<file path="src/logic/hot_swap_params.svh">
// Offsets, bit positions, reset values and constants of the hot-swap register set
`ifndef HOT_SWAP_PARAMS_SVH
`define HOT_SWAP_PARAMS_SVH

// ****************************************************
// Register offsets (byte addresses in config space)
// ****************************************************
`define HS_CAP_ID_OFFSET 8'he4
`define HS_NEXT_PTR_OFFSET 8'he5
`define HS_CTRL_STAT_OFFSET 8'he6

// ****************************************************
// Fixed read values and reset values
// ****************************************************
`define HS_CAP_ID_VALUE 8'h06
`define HS_NEXT_PTR_VALUE 8'h00
`define HS_PROG_IFACE_VALUE 2'h1
`define HS_FLAG_RESET 1'h0

// ****************************************************
// Bit positions within the 32-bit dword, and the byte lane of the control/status bits
// ****************************************************
`define HS_HIDE_ARM_BIT 16
`define HS_ENUM_MASK_BIT 17
`define HS_PENDING_BIT 18
`define HS_LAMP_BIT 19
`define HS_PROG_IFACE_LSB 20
`define HS_EXTRACT_BIT 22
`define HS_INSERT_BIT 23
`define HS_CTRL_BYTE_LANE 2

`endif

</file>
<file path="src/logic/hot_swap_pkg.sv">
// Types shared by the hot-swap register set
package hot_swap_pkg;

  // Hot-swap sequence states
  typedef enum logic [2:0] {
    ST_POWERUP,
    ST_WAIT_CLOSE,
    ST_INSERT,
    ST_ACTIVE,
    ST_EXTRACT
  } hs_state_t;

  // Configuration access request
  typedef struct packed {
    logic valid;
    logic write;
    logic [7:0] addr;
    logic [3:0] be;
    logic [31:0] wdata;
  } cfg_req_t;

  // Stored control and status bits
  typedef struct packed {
    logic hide_arm_bit;
    logic enum_output_mask;
    logic indicator_lamp_ctrl;
    logic extraction_flag;
    logic insertion_flag;
  } hs_csr_t;

endpackage : hot_swap_pkg

</file>
<file path="src/logic/hot_swap_control_regs.sv">
// Hot-swap capability registers, sequence and pin outputs of the bridge
`include "hot_swap_params.svh"

module hot_swap_control_regs (
  input wire logic ref_clk,
  input wire logic arst_n,
  input wire hot_swap_pkg::cfg_req_t cfg_req,
  input wire logic handle_closed,
  output logic cfg_ack,
  output logic [31:0] cfg_rdata,
  output logic enumeration_out_n,
  output logic lamp_on,
  output logic device_hidden
);
  import hot_swap_pkg::*;

  // ****************************************************
  // Declarations
  // ****************************************************
  hs_state_t state;
  hs_state_t next_state;
  hs_csr_t csr;
  hs_csr_t next_csr;
  logic [31:0] next_rdata;
  logic next_ack;
  logic next_enum_n;
  logic [7:0] cap_offset;
  logic hit;
  logic accepted;
  logic ctrl_write;
  logic [31:0] wd;
  logic hw_hide_set;
  logic hw_hide_clear;
  logic ins_event;
  logic ext_event;
  logic [31:0] cap_dword;

  // ****************************************************
  // Access decode
  // ****************************************************
  // Base of the capability dword; only the dword part of the address is compared,
  // so any byte address inside the dword selects it
  assign cap_offset = `HS_CAP_ID_OFFSET;
  assign hit = cfg_req.addr[7:2] == cap_offset[7:2];

  // Hidden device ignores every access, reads and writes alike
  assign accepted = cfg_req.valid && !csr.hide_arm_bit;

  // Only the control/status lane holds writable bits; the two lower bytes
  // are constants and the upper byte is reserved, so their lanes are ignored
  assign ctrl_write = accepted && cfg_req.write && hit && cfg_req.be[`HS_CTRL_BYTE_LANE];

  // Write data seen by the field updates
  assign wd = cfg_req.wdata;

  // ****************************************************
  // Hot-swap sequence
  // ****************************************************
  // Handle is looked at only after reset release, never during it
  assign hw_hide_set = (state == ST_POWERUP) && !handle_closed;

  // Leaving the hidden state needs a full insertion pass through INSERT
  assign hw_hide_clear = (state == ST_INSERT);

  // Insertion is reported once per pass through INSERT
  assign ins_event = (state == ST_INSERT);

  // Extraction is reported while an active board sees its handle open;
  // the state moves on at the same edge, so the event lasts one cycle
  assign ext_event = (state == ST_ACTIVE) && !handle_closed;

  // Next state of the sequence
  always_comb begin
    next_state = state;
    case (state)
      ST_POWERUP: begin
        next_state = handle_closed ? ST_INSERT : ST_WAIT_CLOSE;
      end
      ST_WAIT_CLOSE: begin
        if (handle_closed) begin
          next_state = ST_INSERT;
        end
      end
      ST_INSERT: begin
        next_state = ST_ACTIVE;
      end
      ST_ACTIVE: begin
        if (!handle_closed) begin
          next_state = ST_EXTRACT;
        end
      end
      ST_EXTRACT: begin
        if (handle_closed) begin
          next_state = ST_INSERT;
        end
      end
      default: begin
        next_state = ST_POWERUP;
      end
    endcase
  end

  // ****************************************************
  // Control and status bits
  // ****************************************************
  // Hardware set and clear win over a software write in the same cycle.
  // A flag raised in the cycle of its own W1C stays set, so no event is lost;
  // software then sees it on the next read and clears it again.
  always_comb begin
    next_csr = csr;
    if (ctrl_write) begin
      next_csr.hide_arm_bit = wd[`HS_HIDE_ARM_BIT];
      next_csr.enum_output_mask = wd[`HS_ENUM_MASK_BIT];
      next_csr.indicator_lamp_ctrl = wd[`HS_LAMP_BIT];
      if (wd[`HS_EXTRACT_BIT]) begin
        next_csr.extraction_flag = 1'h0;
      end
      if (wd[`HS_INSERT_BIT]) begin
        next_csr.insertion_flag = 1'h0;
      end
    end
    if (hw_hide_set) begin
      next_csr.hide_arm_bit = 1'h1;
    end
    if (hw_hide_clear) begin
      next_csr.hide_arm_bit = 1'h0;
    end
    if (ext_event) begin
      next_csr.extraction_flag = 1'h1;
    end
    if (ins_event) begin
      next_csr.insertion_flag = 1'h1;
    end
  end

  // ****************************************************
  // Read data and outputs
  // ****************************************************
  // Dword image of the capability entry; the upper byte is reserved and reads zero
  assign cap_dword = {
    8'h00,
    csr.insertion_flag,
    csr.extraction_flag,
    `HS_PROG_IFACE_VALUE,
    csr.indicator_lamp_ctrl,
    1'h0,
    csr.enum_output_mask,
    csr.hide_arm_bit,
    `HS_NEXT_PTR_VALUE,
    `HS_CAP_ID_VALUE
  };

  // Answer only accepted accesses; other dwords read zero
  always_comb begin
    next_ack = accepted;
    next_rdata = 32'h0000_0000;
    if (accepted && !cfg_req.write && hit) begin
      next_rdata = cap_dword;
    end
  end

  // Pin is low while an unmasked flag is set.
  // It is computed from the next bit values so the pin moves on the same
  // edge as the stored bits, which keeps the register image and pin in step.
  always_comb begin
    next_enum_n = 1'h1;
    if (!next_csr.enum_output_mask) begin
      next_enum_n = !(next_csr.extraction_flag || next_csr.insertion_flag);
    end
  end

  // ****************************************************
  // Registers
  // ****************************************************
  // Sequence and stored bits
  always_ff @(posedge ref_clk or negedge arst_n) begin
    if (!arst_n) begin
      state <= ST_POWERUP;
      csr <= '0;
    end else begin
      state <= next_state;
      csr <= next_csr;
    end
  end

  // Registered bus answer and pins
  always_ff @(posedge ref_clk or negedge arst_n) begin
    if (!arst_n) begin
      cfg_ack <= 1'h0;
      cfg_rdata <= 32'h0000_0000;
      enumeration_out_n <= 1'h1;
      lamp_on <= 1'h0;
      device_hidden <= 1'h0;
    end else begin
      cfg_ack <= next_ack;
      cfg_rdata <= next_rdata;
      enumeration_out_n <= next_enum_n;
      lamp_on <= next_csr.indicator_lamp_ctrl;
      device_hidden <= next_csr.hide_arm_bit;
    end
  end

endmodule // hot_swap_control_regs

</file>
<file path="config.mk">
export PLATFORM = sky130hd
export DESIGN_NAME = hot_swap_control_regs
export DESIGN_NICKNAME = d
export VERILOG_FILES = /design/src/logic/hot_swap_pkg.sv /design/src/logic/hot_swap_control_regs.sv
export VERILOG_INCLUDE_DIRS = /design/src /design/src/logic
export SDC_FILE = /design/constraint.sdc
export NUM_CORES = 1
export LEC_CHECK = 0
export BUFFER_PORTS_ARGS = -buffer_cell sky130_fd_sc_hd__clkbuf_2
export CORE_UTILIZATION = 35
export CTS_BUF_LIST = sky130_fd_sc_hd__clkbuf_8 sky130_fd_sc_hd__clkbuf_16
export DETAILED_ROUTE_END_ITERATION = 8
export GPL_TIMING_DRIVEN = 0
export PLACE_DENSITY = 0.78
export SETUP_SLACK_MARGIN = 0.2
export SYNTH_ARGS = -nofsm -noshare
export SYNTH_HDL_FRONTEND = slang
export SYNTH_SLANG_ARGS = --single-unit
export TNS_END_PERCENT = 30
</file>
<file path="constraint.sdc">
create_clock -name ref_clk -period 1.6 [get_ports ref_clk]
set_input_delay 0.08 -clock ref_clk [delete_from_list [all_inputs] [get_ports ref_clk]]
set_output_delay 0.08 -clock ref_clk [all_outputs]
set_load 0.1 [all_outputs]
</file>
# Word-level counts from Yosys, hierarchy flattened
# Cells that the tools add are included.
# totals
register_bits	42
out_inout_bits	36
input_bits	49
# op_classes
eq_ne	7
n_mux	13
n_reduce_logical	17
# ops
cell	n
$mux 24	1
$pmux 3 s4	1
$logic_and 1x1->1	8
$mux 1	7
$eq 3x2->1 const B	2
$eq 6x6->1 const B	1
$mux 3	2
$mux 5	1
$logic_not 1->1	4
$eq 3x1->1 const B	1
$eq 3x3->1 const B	1
$logic_not 3->1	1
$reduce_bool 3->1	1
$mux 2	1
$ne 2x1->1 const B	1
$ne 2x2->1 const B	1
$reduce_and 2->1	1
$reduce_or 2->1	1
$logic_or 1x1->1	1

# Depth between registers and ports, before layout
# Gate-level depths: netlist of run 1.
# logic_depth
word_depth	10
depth_mapped	4

# Worst setup path before layout of run 1
# OpenSTA, ideal clock, no wires.
# synth_timing
kind	reg2reg
startpoint	register device_hidden (netlist name)
endpoint	register enumeration_out_n
setup_slack_ns	-0.313
required_ns	1.518
arrival_time_ns	1.830
path_stages_with_launch	5
period_less_slack_ns	1.913
n_path_buf	0
cell_sequence	dfrtp_1 nand4bb_4 nor3_4 mux2_4 o21bai_1
# synth_rtl
item	line	rtl
to (signal assigned)	hot_swap_control_regs.sv:197	enumeration_out_n <= next_enum_n;
to (decl)	hot_swap_control_regs.sv:11	output logic enumeration_out_n,

==> metrics, run 1 <==
outcome=finished clean; row count=17; Layout area overhead=42.24%; CP arrival=1.67 ns; total power=1.603 mW; design area=1239 um^2; layout cells sized above 1=51.82%; CTS tree=built; Finished Core Util=54.43%; worst-case hold slack=0.05300 ns; Bufs on Longest Clock Path=2; Slew @ Worst Pin=0.5398 ns; Int Pwr=0.8701 mW; Clk pwr share=21.5%; Die Y=51.88 um; fillers=216; Startpoint Class=register; largest net degree at the start of global routing=17; power per cell area=1294 nW/um^2; Via density=3.988; io pins=85; first-pass GRT wire length=2366 um; RSZ-0062 raised after global routing=yes; vias in the first global route=566; Seq pwr share=33.9%; CTS sink count=16; Area after DPL=1140 um^2; Gate power share=44.6%; TritonCTS buffer count=3; die width=51.88 um; endpoints failing hold=0; Synth Instances=77; vias=658; Min-Delay Path Class=in2reg; dpl hpwl=1316 um; dpl cells=157; RePlAce Congestion=0.7131; WS Path Type=reg2reg; Pleak=0.6953 nW; DR DRC count=0; core box area=2276 um^2; Final ANT Viol Nets=0; Max VDD drop=0.0006780 V; final non-filler cell total=165; Crit. End Element=register; Initial Util=38.26%; Psw=0.7328 mW; register area share after synthesis=46.12%; yosys warns=0; CP Launch Point=device_hidden; maximum fanout along the worst path=3; initial antenna violation count=0; max cap viols=0; worst reg2reg startpoint=device_hidden; Slew Limit Fails=0; commonest non-fill, non-tap cell in the layout=buf_4; Req. time, crit path=1.73 ns; total die area=2692 um^2; clk_lat worst skew=0.24 ns; IO Port Bufs=28; drt first pass iters=5; Netlist Area Pre-Place=870.8 um^2; Tmin final=1.540 ns; diodes inserted=0; slew margin rel.=64.16%; wire per inst=9.485 um; clock-pin slew on the worst setup and hold paths=0.06 ns; Final Routed Wirelength=1565 um; pre-CTS setup slack=0.08881 ns; CTS root buffer=clkbuf_8; Worst Skew=0.0004403 ns; fin nets=187; Tot GR Track Use=12.41%; Fmax=0.6492 GHz; commonest non-fill, non-tap cells in the layout=29 x buf_4, 28 x clkbuf_2, 25 x conb_1, 14 x dfrtp_1; endpoints failing setup=0; flops & latches, synth=16; Sw Ratio=45.72%; setup TNS=0 ns; Hold Path Origin=handle_closed; period utilization=96.28%; Overflow after GRT=0; First DRT Iteration DRCs=4; H-Tree Depth=1; count of cell types in the netlist=25; fin worst setup slack=0.05958 ns; Avg Inst Size Synth=11.31 um^2
## critical path, cell delays in order, from the launching register on
cell       delay (ns)
dfrtp_4          0.48
nand4bb_4        0.25
nor3_4           0.24
buf_4            0.15
mux2_2           0.31
## registers in the layout, indices dropped and copies added (netlist names)
register           cells
cap_dword              3
cfg_ack                1
cfg_rdata              6
device_hidden          1
enumeration_out_n      1
lamp_on                1
state                  3
## cells in the mapped netlist
master | number | area (um^2)
a211oi_1 | 1 | 7.510
a21oi_1 | 4 | 20.02
and2_1 | 4 | 25.02
and2b_2 | 1 | 8.760
and3b_1 | 1 | 8.760
and4bb_2 | 1 | 12.51
buf_4 | 26 | 195.2
conb_1 | 1 | 3.750
dfrtp_1 | 15 | 375.4
dfstp_2 | 1 | 26.28
inv_1 | 1 | 3.750
mux2_2 | 1 | 11.26
mux2_4 | 1 | 15.01
nand2_1 | 1 | 3.750
nand3_1 | 1 | 5.000
nand4b_4 | 1 | 23.77
nand4bb_4 | 1 | 27.53
nor2_1 | 4 | 15.01
nor2b_1 | 1 | 6.260
nor3_1 | 3 | 15.01
nor3_4 | 1 | 16.27
nor3b_1 | 3 | 22.52
o21bai_1 | 1 | 7.510
o2bb2ai_1 | 1 | 8.760
or3_1 | 1 | 6.260
## worst paths after layout
check,cells after the start,endpoint,slack [ns]
max,4,lamp_on,0.06
min,2,state[2],0.05
max reg2reg,4,lamp_on,0.06
min reg2reg,1,cfg_rdata[23],0.48
max in group asynchronous,2,enumeration_out_n,1.00
min in group asynchronous,2,cfg_rdata[20],0.29
## layer usage
metal	vias to the layer above	track usage, %	share of wire, %
li1	325	-	-
met1	290	13.37	38
met2	41	21.58	52
met3	2	3.509	9.6
met4	0	6.757	0.45
met5	-	0	0
## kinds of logic after synthesis
family / share of synthesized area, %
AO/OA/AOI/OAI: 5.030
flip-flops: 46.12
AND/OR/NAND/NOR: 22.56
buffers and inverters: 22.84
multiplexers: 3.017
other: 0.4306
## timing repair
action	CTS	global route
setup endpoints to repair	2	3
pin swaps	0	2
gates resized for setup	0	1
hold endpoints to repair	15	0
hold buffers	1	0
gates cloned	0	0
setup buffers	0	3
## power groups by stage
stage | Combinational [mW] | Sequential (mW) | Clock (mW)
4_1_cts | 0.691 | 0.542 | 0.356
2_1_floorplan | 0.429 | 0.709 | 0
6_report | 0.716 | 0.543 | 0.345
3_5_place_dp | 0.688 | 0.550 | 0
5_1_grt | 0.746 | 0.555 | 0.377
3_3_place_gp | 0.675 | 0.542 | 0
## final cells by class
class	instances	area [um^2]	area share (%)
sequential	16	405.4	32.73
multi-input combinational	58	371.6	30.00
buffer	26	195.2	15.76
timing repair buffer	32	172.7	13.94
clock buffer	4	55.05	4.444
tap	28	35.03	2.828
inverter	1	3.754	0.3030
(Power assumes the default switching activity.)
==> run 2: changes to the inputs <==
- CORE_MARGIN: default -> 5
- SETUP_SLACK_MARGIN: 0.2 -> 0.5
==> metrics, run 2 (synthesis gave the netlist of run 1 again) <==
outcome=finished clean; fin nets=190 (+1.6%); Final Routed Wirelength=1807 um (+15%); Initial Util=35.80% (-2.5 points); Slew @ Worst Pin=0.5430 ns (+0.003205 ns); Bufs on Longest Clock Path=2 (unchanged); commonest non-fill, non-tap cell in the layout=buf_4; diodes inserted=0 (unchanged); TritonCTS buffer count=3 (unchanged); Layout area overhead=48.85%; max FFs per register=6 (unchanged); DR DRC count=0 (unchanged); CTS sink count=16 (unchanged); final non-filler cell total=170 (+3.0%); Via density=3.924 (-1.6%); GR Layer Usage met1=9.733% (-3.6 points); layer carrying the most global-route usage=met2; endpoints failing setup=0 (unchanged); power per cell area=1256 nW/um^2 (-3.0%); Finished Core Util=53.29% (-1.1 points); Max VDD drop=0.0007587 V (+12%); design area=1296 um^2 (+4.6%); initial antenna violation count=0 (unchanged); Req. time, crit path=1.77 ns (+0.04 ns); drt first pass iters=1 (-4); setup TNS=0 ns (unchanged); worst path cell trace=nand4bb_4, nor3_4, mux2_4, o21bai_1; clk_lat worst skew=0.24 ns (about the same); period utilization=89.76% (-6.5 points); Crit. End Element=register; Min-Delay Path Class=in2reg; core box area=2432 um^2 (+6.9%); CP arrival=1.61 ns (-0.06 ns); first-pass GRT wire length=2622 um (+11%); io pins=85 (unchanged); commonest non-fill, non-tap cells in the layout=30 x buf_4, 28 x clkbuf_2, 25 x conb_1, 14 x dfrtp_1; die width=59.88 um (+15%); row count=18 (+1); CTS tree=built; Final ANT Viol Nets=0 (unchanged); Startpoint Class=register; vias in the first global route=628 (+11%); met2 usage=18.83% (-2.8 points); worst reg2reg startpoint=device_hidden; R2R depth=4 (unchanged); clock-pin slew on the worst setup and hold paths=0.06 ns (about the same); hold path depth=2 (unchanged); Slew Limit Fails=0 (unchanged); CTS root buffer=clkbuf_8; critical path endpoint=enumeration_out_n; grt met3 use=3.240% (-0.27 points); max cap viols=0 (unchanged); IO Port Bufs=28 (unchanged); Crit-path slowest cell=dfrtp_4; layout cells sized above 1=55.71% (+3.9 points); total die area=3586 um^2 (+33%); RePlAce Congestion=0.7087 (-0.62%); Most flops, register=cfg_rdata; total power=1.628 mW (+1.5%); CP Launch Point=device_hidden; slew margin rel.=63.95% (-0.21 points); H-Tree Depth=1 (unchanged); Overflow after GRT=0 (unchanged); WS Path Type=reg2reg; reg2reg end=enumeration_out_n; CP peak stage delay=0.47 ns (about the same); First DRT Iteration DRCs=0 (-4); Area after DPL=1142 um^2 (+0.22%); largest net degree at the start of global routing=17 (unchanged); dpl hpwl=1408 um (+7.0%); maximum fanout along the worst path=2 (-1); Worst Skew=0.0004562 ns (+0.00001590 ns); wire per inst=10.63 um (+12%); endpoints failing hold=0 (unchanged); fillers=221 (+2.3%); Tmin final=1.436 ns (-0.1042 ns); reg-to-reg slack, setup=0.16 ns (+0.10 ns); Hold Path Origin=cfg_req[19]; Tot GR Track Use=9.777% (-2.6 points); Pleak=0.7225 nW (+3.9%); Die Y=59.88 um (+15%); RSZ-0062 raised after global routing=yes; vias=667 (+1.4%); Fmax=0.6963 GHz (+7.3%); dpl cells=159 (+1.3%)
==> run 2: cell types whose count changed in the layout (fill, tap and decap cells not counted), sizes merged <==
cell / previous run / this run
buf: 29 / 32
==> run 2: layer usage <==
layer | vias up | part of all wire (%) | wire length [um]
met1 | 302 | 35 | 628
met3 | 2 | 10 | 182
met4 | 0 | 0.55 | 10
li1 | 333 | - | -
met2 | 30 | 55 | 985
met5 | - | 0 | 0
==> run 2: stage by stage <==
stage               hold WS, ns  worst slack, ns
floorplan               -0.2156          0.01617
global placement       0.005232           0.1336
detailed placement      0.01670           0.1151
CTS                     0.03867           0.1690
global route            0.07798           0.1205
finish                  0.07292           0.1638
==> run 2: final cells by class <==
cell class                 count  area [um^2]  share of cell area [%]
buffer                        26        195.2                   15.06
clock buffer                   4        55.05                   4.247
inverter                       1        3.754                  0.2896
multi-input combinational     58        396.6                   30.60
sequential                    16        405.4                   31.27
tap                           30        37.54                   2.896
timing repair buffer          35        202.7                   15.64
==> run 2: worst min path at each step <==
stage / endpoint / slack (ns)
after floorplan: cap_dword[17] / -0.22
after global placement: cfg_rdata[22] / 0.005
after detailed placement: cfg_rdata[23] / 0.02
after CTS: cfg_rdata[20] / 0.04
after global routing: lamp_on / 0.08
final: lamp_on / 0.07
==> run 2: what timing repair did <==
action,CTS,global route
setup buffers,4,2
hold buffers,1,0
setup endpoints to repair,20,24
hold endpoints to repair,15,0
pin swaps,1,1
gates resized for setup,4,6
==> run 2: worst max-delay path, delay by kind of cell, from the launching register on <==
family             cells  cell delay, ns
DFF                    1            0.47
and+or+nand+nor        2            0.40
muxes                  1            0.33
AOI/OAI and AO/OA      1            0.16
==> run 2: power by group <==
part	internal, mW	leakage (nW)	switching [mW]
clock network	0.218	0.0288	0.128
registers	0.474	0.197	0.0671
logic	0.189	0.497	0.551
==> run 3: changes to the inputs <==
- CELL_PAD_IN_SITES_DETAIL_PLACEMENT: default -> 1
- CELL_PAD_IN_SITES_GLOBAL_PLACEMENT: default -> 2
- CORE_UTILIZATION: 35 -> 18
- PLACE_DENSITY: 0.78 -> default
- PLACE_DENSITY_LB_ADDON: default -> 0.1
==> metrics, run 3 (synthesis gave the netlist of run 1 again) <==
commonest non-fill, non-tap cells in the layout=32 x buf_4, 28 x clkbuf_2, 25 x conb_1, 14 x dfrtp_1; io pins=85 (unchanged); worst path cell trace=nand4bb_4, nor3_4, mux2_4, o21bai_1; vias in the first global route=788 (+25%); period utilization=90.43% (+0.66 points); CP bufs+invs=0 (unchanged); core box area=4723 um^2 (+94%); endpoints failing hold=0 (unchanged); DR DRC count=0 (unchanged); initial antenna violation count=0 (unchanged); CP arrival=1.62 ns (about the same); Max VDD drop=0.0003240 V (-57%); Min-Delay Path Class=in2reg; layout cells sized above 1=53.57% (-2.1 points); Crit-path slowest cell=dfrtp_4; IO Port Bufs=28 (unchanged); maximum fanout along the worst path=3 (+1); layer carrying the most global-route usage=met2; max FFs per register=6 (unchanged); wire per inst=10.02 um (-5.7%); clk_lat worst skew=0.24 ns (about the same); outcome=finished clean; CP peak stage delay=0.47 ns (about the same); diodes inserted=0 (unchanged); clock-pin slew on the worst setup and hold paths=0.06 ns (about the same); CTS tree=built; drt first pass iters=2 (+1); Final ANT Viol Nets=0 (unchanged); Die Y=79.56 um (+33%); design area=1319 um^2 (+1.7%); power per cell area=1229 nW/um^2 (-2.1%); Fmax=0.6911 GHz (-0.74%); met2 usage=13.19% (-5.6 points); grt met3 use=2.483% (-0.76 points); Worst Skew=0.004109 ns (+0.003653 ns); Startpoint Class=register; CTS sink count=16 (unchanged); TritonCTS buffer count=3 (unchanged); vias=689 (+3.3%); Bufs on Longest Clock Path=2 (unchanged); setup TNS=0 ns (unchanged); Via density=3.329 (-15%); total die area=6329 um^2 (+77%); max cap viols=0 (unchanged); slew margin rel.=63.67% (-0.28 points); Req. time, crit path=1.77 ns (about the same); Initial Util=18.44% (-17 points); crit-path leading delay family=flip-flops; row count=25 (+7); H-Tree Depth=1 (unchanged); Most flops, register=cfg_rdata; Tmin final=1.447 ns (+0.01064 ns); First DRT Iteration DRCs=8 (+8); fin nets=190 (unchanged); dpl hpwl=1752 um (+24%); largest net degree at the start of global routing=17 (unchanged); Pleak=0.7187 nW (-0.53%); endpoints failing setup=0 (unchanged); first-pass GRT wire length=3532 um (+35%); Layout area overhead=51.44%; CTS root buffer=clkbuf_8; Crit. End Element=register; RePlAce Congestion=0.6587 (-7.1%); Overflow after GRT=0 (unchanged); Finished Core Util=27.92% (-25 points); die width=79.56 um (+33%); Slew @ Worst Pin=0.5472 ns (+0.004211 ns); WS Path Type=reg2reg; Area after DPL=1189 um^2 (+4.1%); RSZ-0062 raised after global routing=yes; commonest non-fill, non-tap cell in the layout=buf_4; Tot GR Track Use=6.982% (-2.8 points); GR Layer Usage met1=7.108% (-2.6 points); Final Routed Wirelength=2075 um (+15%); Slew Limit Fails=0 (unchanged)
## run 3: cell counts in the layout (fill, tap and decap cells not counted)
Identical to the previous run, type by type.
## run 3: routing by layer
layer / share of wire [%] / wire (um) / vias to the layer above
li1: - / - / 334
met1: 38 / 798 / 314
met2: 51 / 1059 / 39
met3: 9.7 / 202 / 2
met4: 0.72 / 15 / 0
met5: 0 / 0 / -
## run 3: metrics by stage
step | setup slack, ns | power, mW | cells | hold WS (ns)
final | 0.1531 | 1.621 | 207 | 0.05891
after global routing | 0.09546 | 1.704 | 207 | 0.06825
after CTS | 0.1340 | 1.635 | 205 | 0.03199
after detailed placement | 0.08172 | 1.241 | 196 | 0.03212
after global placement | 0.07672 | 1.236 | 196 | 0.03169
after floorplan | 0.01617 | 1.139 | 101 | -0.2156
## run 3: power by group
group,internal (mW),leakage [nW],switching (mW)
logic,0.184,0.493,0.543
clock network,0.218,0.0288,0.134
registers,0.474,0.197,0.0685
total,0.876,0.719,0.745
## run 3: worst reg2reg max path: cells and delay by family (launching register included)
family          cells  cell delay (ns)
flops               1             0.47
simple gates        2             0.41
compound gates      1             0.16
mux                 1             0.33
## run 3: path summary, 6_finish.rpt
kind | depth (start not counted) | end | slack [ns] | from
max | 4 | enumeration_out_n | 0.15 | device_hidden
min | 2 | state[2] | 0.06 | handle_closed
max reg2reg | 4 | enumeration_out_n | 0.15 | device_hidden
min reg2reg | 1 | cfg_rdata[23] | 0.49 | cap_dword[23]
max in group asynchronous | 2 | enumeration_out_n | 0.99 | arst_n
min in group asynchronous | 2 | cfg_rdata[16] | 0.29 | arst_n
## run 3: cell type report
| type | instances | area [um^2] |
|---|---|---|
| Sequential cell | 16 | 405.4 |
| Multi-Input combinational cell | 58 | 380.4 |
| Fill cell | 559 | 3405 |
| Tap cell | 67 | 83.83 |
| Buffer | 26 | 195.2 |
| Clock buffer | 4 | 55.05 |
| Inverter | 1 | 3.754 |
| Timing Repair Buffer | 35 | 195.2 |
## run 3: repair_timing
item,CTS,global route
buffers inserted,4,2
hold buffers,1,0
pin swaps,1,4
endpoints found under the setup margin,23,24
hold endpoints to repair,15,0
resized for setup,3,1
